===== src/psm_regs.svh =====
// register offsets, field positions and reset values of the status and mask block
`ifndef PSM_REGS_SVH
`define PSM_REGS_SVH
`define PSM_OFF_TOP_STAT   8'h1D
`define PSM_OFF_REG_STAT   8'h1E
`define PSM_OFF_MASK_1     8'h20
`define PSM_OFF_MASK_2     8'h21
`define PSM_OFF_FLAG_TOP   8'h19
`define PSM_OFF_FLAG_REG   8'h1B
`define PSM_BIT_PG         7
`define PSM_BIT_CLK        4
`define PSM_BIT_TSD        3
`define PSM_BIT_TWARN      2
`define PSM_BIT_OVP        1
`define PSM_BIT_MEAS       0
`define PSM_BIT_RSTREG     0
`define PSM_BIT_B_EN       7
`define PSM_BIT_B_INV      6
`define PSM_BIT_B_ILIM     4
`define PSM_BIT_A_EN       3
`define PSM_BIT_A_INV      2
`define PSM_BIT_A_ILIM     0
`define PSM_BIT_B_PGF      6
`define PSM_BIT_A_PGF      2
`define PSM_MASK1_RW       8'h95
`define PSM_MASK2_RW       8'h01
`define PSM_FLAGTOP_RW     8'h15
`define PSM_FLAGREG_RW     8'h44
`define PSM_RESET_ZERO     8'h00
`endif


===== src/psm_pkg.sv =====
// types shared by the status and mask block
package psm_pkg;
  typedef logic [7:0] psm_byte_t;
  typedef logic [7:0] psm_addr_t;
endpackage : psm_pkg


===== src/psm_status_irq.sv =====
// status registers, interrupt masks and their flags behind the serial register port
`include "psm_regs.svh"
module psm_status_irq (
  input  wire logic             i_clk,
  input  wire logic             i_resetn,
  input  wire logic             i_power_good_output,
  input  wire logic             i_sync_clock_invalid,
  input  wire logic             i_sync_clock_present,
  input  wire logic             i_thermal_shutdown,
  input  wire logic             i_thermal_warning,
  input  wire logic             i_input_overvoltage,
  input  wire logic             i_reg_b_enabled,
  input  wire logic             i_reg_a_enabled,
  input  wire logic             i_reg_b_output_invalid,
  input  wire logic             i_reg_a_output_invalid,
  input  wire logic             i_reg_b_current_limit,
  input  wire logic             i_reg_a_current_limit,
  input  wire logic             i_measurement_done,
  input  wire logic             i_register_reset_event,
  input  wire psm_pkg::psm_byte_t i_otp_mask_1,
  input  wire logic             i_otp_reset_mask,
  input  wire logic             i_wr_en,
  input  wire logic             i_rd_en,
  input  wire psm_pkg::psm_addr_t i_addr,
  input  wire psm_pkg::psm_byte_t i_wdata,
  output psm_pkg::psm_byte_t    o_rdata,
  output logic                  o_power_good_irq_req,
  output logic                  o_sync_clock_irq_req,
  output logic                  o_thermal_warning_irq_req,
  output logic                  o_measurement_ready_irq_req,
  output logic                  o_register_reset_irq_req,
  output logic                  o_irq_flag_top,
  output logic                  o_irq_flag_reg
);
  import psm_pkg::*;

  psm_byte_t mask1_reg, mask1_next;
  logic      rstmask_reg, rstmask_next;
  logic      otp_load_reg, otp_load_next;
  psm_byte_t flag_top_reg, flag_top_next;
  psm_byte_t flag_reg_reg, flag_reg_next;
  psm_byte_t rdata_reg, rdata_next;
  psm_byte_t top_stat, reg_stat;
  logic      clk_change, b_pg_change, a_pg_change;

  // live status words, reserved bits forced to zero
  always_comb begin
    top_stat = `PSM_RESET_ZERO;
    top_stat[`PSM_BIT_PG]    = i_power_good_output;
    top_stat[`PSM_BIT_CLK]   = i_sync_clock_invalid;
    top_stat[`PSM_BIT_TSD]   = i_thermal_shutdown;
    top_stat[`PSM_BIT_TWARN] = i_thermal_warning;
    top_stat[`PSM_BIT_OVP]   = i_input_overvoltage;
    reg_stat = `PSM_RESET_ZERO;
    reg_stat[`PSM_BIT_B_EN]   = i_reg_b_enabled;
    reg_stat[`PSM_BIT_A_EN]   = i_reg_a_enabled;
    reg_stat[`PSM_BIT_B_INV]  = i_reg_b_output_invalid;
    reg_stat[`PSM_BIT_A_INV]  = i_reg_a_output_invalid;
    reg_stat[`PSM_BIT_B_ILIM] = i_reg_b_current_limit;
    reg_stat[`PSM_BIT_A_ILIM] = i_reg_a_current_limit;
  end

  // change detectors for the events that latch flags
  psm_edge u_clk_edge (
    .i_clk    (i_clk),
    .i_resetn (i_resetn),
    .i_level  (i_sync_clock_present),
    .o_change (clk_change)
  );
  psm_edge u_b_pg_edge (
    .i_clk    (i_clk),
    .i_resetn (i_resetn),
    .i_level  (i_reg_b_output_invalid),
    .o_change (b_pg_change)
  );
  psm_edge u_a_pg_edge (
    .i_clk    (i_clk),
    .i_resetn (i_resetn),
    .i_level  (i_reg_a_output_invalid),
    .o_change (a_pg_change)
  );

  // masked requests; held low until the masks are loaded so reset-time zeros leak nothing
  assign o_power_good_irq_req        = ~otp_load_reg & i_power_good_output & ~mask1_reg[`PSM_BIT_PG];
  assign o_sync_clock_irq_req        = ~otp_load_reg & clk_change & ~mask1_reg[`PSM_BIT_CLK];
  assign o_thermal_warning_irq_req   = ~otp_load_reg & i_thermal_warning & ~mask1_reg[`PSM_BIT_TWARN];
  assign o_measurement_ready_irq_req = ~otp_load_reg & i_measurement_done & ~mask1_reg[`PSM_BIT_MEAS];
  assign o_register_reset_irq_req    = ~otp_load_reg & i_register_reset_event & ~rstmask_reg;
  assign o_irq_flag_top              = |flag_top_reg;
  assign o_irq_flag_reg              = |flag_reg_reg;

  // next values: masks, flags and read data
  always_comb begin
    mask1_next    = mask1_reg;
    rstmask_next  = rstmask_reg;
    flag_top_next = flag_top_reg;
    flag_reg_next = flag_reg_reg;
    rdata_next    = rdata_reg;
    otp_load_next = 1'b0; // one-time load lasts a single edge
    if (otp_load_reg) begin
      mask1_next   = i_otp_mask_1 & `PSM_MASK1_RW;
      rstmask_next = i_otp_reset_mask;
    end else if (i_wr_en && i_addr == `PSM_OFF_MASK_1) begin
      mask1_next = i_wdata & `PSM_MASK1_RW;
    end else if (i_wr_en && i_addr == `PSM_OFF_MASK_2) begin
      rstmask_next = i_wdata[`PSM_BIT_RSTREG]; // held only until the next reset reload
    end
    // write-one clears first, then events, so a same-cycle event wins
    if (i_wr_en && i_addr == `PSM_OFF_FLAG_TOP) begin
      flag_top_next = flag_top_next & ~(i_wdata & `PSM_FLAGTOP_RW);
    end
    if (i_wr_en && i_addr == `PSM_OFF_FLAG_REG) begin
      flag_reg_next = flag_reg_next & ~(i_wdata & `PSM_FLAGREG_RW);
    end
    if (clk_change) begin
      flag_top_next[`PSM_BIT_CLK] = 1'b1;
    end
    if (b_pg_change) begin
      flag_reg_next[`PSM_BIT_B_PGF] = 1'b1;
    end
    if (a_pg_change) begin
      flag_reg_next[`PSM_BIT_A_PGF] = 1'b1;
    end
    if (i_rd_en) begin
      unique case (i_addr)
        `PSM_OFF_TOP_STAT: rdata_next = top_stat;
        `PSM_OFF_REG_STAT: rdata_next = reg_stat;
        `PSM_OFF_MASK_1:   rdata_next = mask1_reg;
        `PSM_OFF_MASK_2:   rdata_next = {7'h00, rstmask_reg};
        `PSM_OFF_FLAG_TOP: rdata_next = flag_top_reg;
        `PSM_OFF_FLAG_REG: rdata_next = flag_reg_reg;
        default:           rdata_next = `PSM_RESET_ZERO; // unmapped reads zero
      endcase
    end
  end

  // registers; masks take one-time values on the first edge after release
  always_ff @(posedge i_clk or negedge i_resetn) begin
    if (!i_resetn) begin
      mask1_reg    <= `PSM_RESET_ZERO;
      rstmask_reg  <= 1'b0;
      otp_load_reg <= 1'b1;
      flag_top_reg <= `PSM_RESET_ZERO;
      flag_reg_reg <= `PSM_RESET_ZERO;
      rdata_reg    <= `PSM_RESET_ZERO;
    end else begin
      mask1_reg    <= mask1_next;
      rstmask_reg  <= rstmask_next;
      otp_load_reg <= otp_load_next;
      flag_top_reg <= flag_top_next;
      flag_reg_reg <= flag_reg_next;
      rdata_reg    <= rdata_next;
    end
  end
  assign o_rdata = rdata_reg;

  // checks on the block clock; all rest while reset is low
  property p_pg_live;
    @(posedge i_clk) disable iff (!i_resetn)
    i_rd_en && i_addr == `PSM_OFF_TOP_STAT |=> o_rdata[`PSM_BIT_PG] == $past(i_power_good_output);
  endproperty
  a_pg_live: assert property (p_pg_live) else $error("power-good status bit differs from pin");

  property p_tsd_live;
    @(posedge i_clk) disable iff (!i_resetn)
    i_rd_en && i_addr == `PSM_OFF_TOP_STAT |=> o_rdata[`PSM_BIT_TSD] == $past(i_thermal_shutdown);
  endproperty
  a_tsd_live: assert property (p_tsd_live) else $error("thermal shutdown status bit differs");

  property p_regstat;
    @(posedge i_clk) disable iff (!i_resetn)
    i_rd_en && i_addr == `PSM_OFF_REG_STAT |=> o_rdata[`PSM_BIT_B_EN] == $past(i_reg_b_enabled)
      && o_rdata[`PSM_BIT_A_INV] == $past(i_reg_a_output_invalid);
  endproperty
  a_regstat: assert property (p_regstat) else $error("regulator status bits differ");

  property p_mask_pg;
    @(posedge i_clk) disable iff (!i_resetn)
    mask1_reg[`PSM_BIT_PG] |-> !o_power_good_irq_req;
  endproperty
  a_mask_pg: assert property (p_mask_pg) else $error("masked power-good request raised");

  property p_clk_mask;
    @(posedge i_clk) disable iff (!i_resetn)
    mask1_reg[`PSM_BIT_CLK] |-> !o_sync_clock_irq_req;
  endproperty
  a_clk_mask: assert property (p_clk_mask) else $error("masked sync clock request raised");

  property p_clk_flag;
    @(posedge i_clk) disable iff (!i_resetn)
    clk_change |=> flag_top_reg[`PSM_BIT_CLK];
  endproperty
  a_clk_flag: assert property (p_clk_flag) else $error("sync clock flag not latched");

  property p_rst_otp;
    @(posedge i_clk) disable iff (!i_resetn)
    otp_load_reg |=> rstmask_reg == $past(i_otp_reset_mask);
  endproperty
  a_rst_otp: assert property (p_rst_otp) else $error("reset mask not loaded from one-time value");

  // main scenarios worth seeing at least once
  c_clk_flag: cover property (@(posedge i_clk) clk_change);
  c_clear: cover property (@(posedge i_clk) i_wr_en && i_addr == `PSM_OFF_FLAG_REG);
  c_irq: cover property (@(posedge i_clk) o_thermal_warning_irq_req);
  c_masked_clock: cover property (@(posedge i_clk) clk_change && mask1_reg[`PSM_BIT_CLK]);
endmodule : psm_status_irq


===== src/psm_edge.sv =====
// edge detector raising a one-cycle pulse on any change of a live level
module psm_edge (
  input  wire logic i_clk,
  input  wire logic i_resetn,
  input  wire logic i_level,
  output logic      o_change
);
  logic prev_reg;
  logic prev_next;
  logic armed_reg;
  logic armed_next;
  // previous sample for comparison; armed once a real sample is held
  always_comb begin
    prev_next  = i_level;
    armed_next = 1'b1;
  end
  always_ff @(posedge i_clk or negedge i_resetn) begin
    if (!i_resetn) begin
      prev_reg  <= 1'b0;
      armed_reg <= 1'b0;
    end else begin
      prev_reg  <= prev_next;
      armed_reg <= armed_next;
    end
  end
  // a pin idling high gives no false edge after reset; a change in the first cycle is lost
  assign o_change = armed_reg & (prev_reg ^ i_level);
endmodule : psm_edge


===== config.mk =====
export PLATFORM = sky130hd
export DESIGN_NAME = psm_status_irq
export DESIGN_NICKNAME = d
export VERILOG_FILES = /design/src/psm_pkg.sv /design/src/psm_status_irq.sv /design/src/psm_edge.sv
export VERILOG_INCLUDE_DIRS = /design/src
export SDC_FILE = /design/constraint.sdc
export NUM_CORES = 1
export LEC_CHECK = 0
export ABC_AREA = 1
export BUFFER_PORTS_ARGS = -buffer_cell sky130_fd_sc_hd__buf_2
export CAP_MARGIN = 20
export CORE_ASPECT_RATIO = 1.4
export CORE_MARGIN = 1.5
export CORE_UTILIZATION = 35
export CTS_CLUSTER_SIZE = 12
export DETAILED_ROUTE_END_ITERATION = 8
export PLACE_DENSITY = 0.59
export SETUP_SLACK_MARGIN = 0.5
export SYNTH_ARGS = -nofsm -noshare
export SYNTH_HDL_FRONTEND = slang
export SYNTH_SLANG_ARGS = --single-unit

===== constraint.sdc =====
create_clock -name i_clk -period 2.17 [get_ports i_clk]
set_input_delay 0.1085 -clock i_clk [delete_from_list [all_inputs] [get_ports i_clk]]
set_output_delay 0.1085 -clock i_clk [all_outputs]
set_load 0.005 [all_outputs]

==> run metrics <==
status finished clean; leakage roughly 0.93 nW; setup TNS 0 ns; final worst slack ~0.72 ns; I/O pin cnt a little under 60; cts hold-fix bufs 4; met2 Track Usage GR 0.270; DR vias around 1200; Clock Path Buffers 2; Root Driver clkbuf_8; gr ovfl total 0; Yosys cell types 28; Storage cell area between 500 and 600 um^2; post-synthesis sequential area ratio 0.424; CTS tree done; Crit Path Category flop to primary output; syn_area_per_cell ~7.7 um^2; worst slew pin tran 0.506 ns; Mapped Area ~1300 um^2; number of DRC markers in iteration 0 15; WL final 2.94 mm; grt met3 use 0.0218; Row Count 26; endpoint class of the critical path primary output; Num Clock Sinks 22; share of cells above drive strength 1 0.345; post-DR wirelength/cell between 10 and 15 um; Req. time, crit path between 2 and 2.5 ns; post-cts resize count 0; port bufs 49; die footprint a little over 4000 um^2; Final Slew Violations 0; overall routing resource usage 0.160; Final ANT Viol Nets 0; pin count of the biggest net entering global routing 23; detailed-route vias per instance around 4.6; flops & latches, synth 22; Mapped Cells between 150 and 200; core area approximately 3600 um^2; drt drc 0; dpl ws about 0.95 ns; Detail Placement HPWL around 2.4 mm; crit path DAT 1.34 ns; Slew HR 0.663; gpl congestion around 0.74; Fin. Hold Viols 0; commonest non-fill, non-tap cell in the layout nand2_1; Critical Path Fanout Max 10; Pre-antenna DRT Iters 4; Final nets between 200 and 300; multi-input logic area approximately 660 um^2; starting density of the core 0.360; period utilisation layout 0.667; Area growth, synth to finish 27.7%; die height between 70 and 80 um; placed cell area ~1600 um^2; fill cell count between 300 and 400; most frequent cells in the layout nand2_1, buf_2, nand3_1; H-tree levels 1; grt peak-use layer met2; Clk pin slew, worst setup/hold paths 0.07 ns; RSZ-0062 raised after global routing no; global-route wire length before repair roughly 4.8 mm; Period minus WS final approximately 1.4 ns; antenna fix cells 0; Worst-Skew Late Latency between 0.2 and 0.3 ns; global routing usage on met1 0.205; clock skew after layout around 0.0055 ns; post-CTS setup buffers 0; final instance area 1660 um^2; maximum clock rate between 600 and 700 MHz; initial antenna violation count 0; Die Width around 55 um; peak supply drop between 300 and 400 uV; crit path launch type flop; vias in the first global route between 1000 and 1500; Worst Hold Class input pin to flop; Syn. warnings 0; max reg flops 7; Final setup viols 0; total of max-cap violations 0; PD cells between 400 and 500 nW/um^2; CTS Buf Count 3
-- Yosys cell counts --
cell	n	area, um^2
nand4_1	2	12.5
nor2_4	5	56.3
clkinv_1	1	3.75
inv_2	5	18.8
o21a_1	1	7.51
o211ai_1	1	7.51
nor2_1	10	37.5
a21oi_1	3	15.0
conb_1	2	7.51
nand2_1	56	210
or2_2	3	18.8
buf_6	1	11.3
a21boi_0	1	7.51
dfstp_2	1	26.3
nand3_2	2	20.0
nor2_8	2	40.0
clkinv_2	1	5.00
nand2_2	3	18.8
buf_4	2	15.0
a21o_1	2	15.0
xor2_1	1	8.76
o21ai_1	2	10.0
nand2_4	2	22.5
dfrtp_1	21	526
nand3_1	26	130
nor3_1	1	5.00
nor2_2	1	6.26
inv_1	10	37.5
-- layer usage --
metal | up-vias | wire length [um]
met4 | 0 | 37
met2 | 33 | 1430
met5 | - | 0
met1 | 534 | 1340
li1 | 637 | -
met3 | 4 | 129
-- power by group --
part / internal [mW] / switching (mW) / leakage (nW)
registers: 0.427 / 0.0134 / 0.265
clock network: 0.131 / 0.128 / 0.0228
logic: 0.0548 / 0.0757 / 0.642
total: 0.612 / 0.217 / 0.930
-- metrics by stage --
stage               power (mW)  instances  hold slack, ns  utilization
detailed placement       0.576        257           0.114        0.436
CTS                      0.840        265          0.0500        0.460
finish                   0.829        265          0.0546        0.460
global placement         0.575        257           0.110        0.436
floorplan                0.511        169          -0.187            -
global route             0.876        265          0.0530        0.460
-- worst max-delay path, cell delays in order, from the launching register on --
cell and delay, ns:
dfstp_2 0.67, inv_1 0.17, nand2_1 0.09, nor2_1 0.04
buf_2 0.12
-- worst paths after layout --
| path | cells after the start | slack, ns | from | end |
|---|---|---|---|---|
| worst max-delay path | 4 | 0.72 | otp_load_reg | o_measurement_ready_irq_req |
| worst min-delay path | 2 | 0.05 | i_wdata[0] | flag_top_reg[0] |
| worst max register to register | 4 | 0.95 | otp_load_reg | rstmask_reg |
| worst min register to register | 1 | 0.48 | o_rdata[6] | o_rdata[6] |
| max in group asynchronous | 2 | 1.47 | i_resetn | otp_load_reg |
| min in group asynchronous | 2 | 0.34 | i_resetn | u_b_pg_edge.prev_reg |
-- cells by family after synthesis --
| family | Yosys count | share of synthesized area |
|---|---|---|
| simple gates | 113 | 0.445 |
| xor+xnor | 1 | 0.00674 |
| flops | 22 | 0.424 |
| buf+inv | 20 | 0.0703 |
| compound gates | 10 | 0.0481 |
| other cells | 2 | 0.00578 |
-- final cells by class --
type	count	share of cell area
multi-input cells	127	0.398
well taps	42	0.0317
clock buffers	4	0.0271
flip-flops and latches	22	0.332
inverters	17	0.0392
repair buffers	53	0.172
No activity file was read; power rests on OpenSTA's default activity.
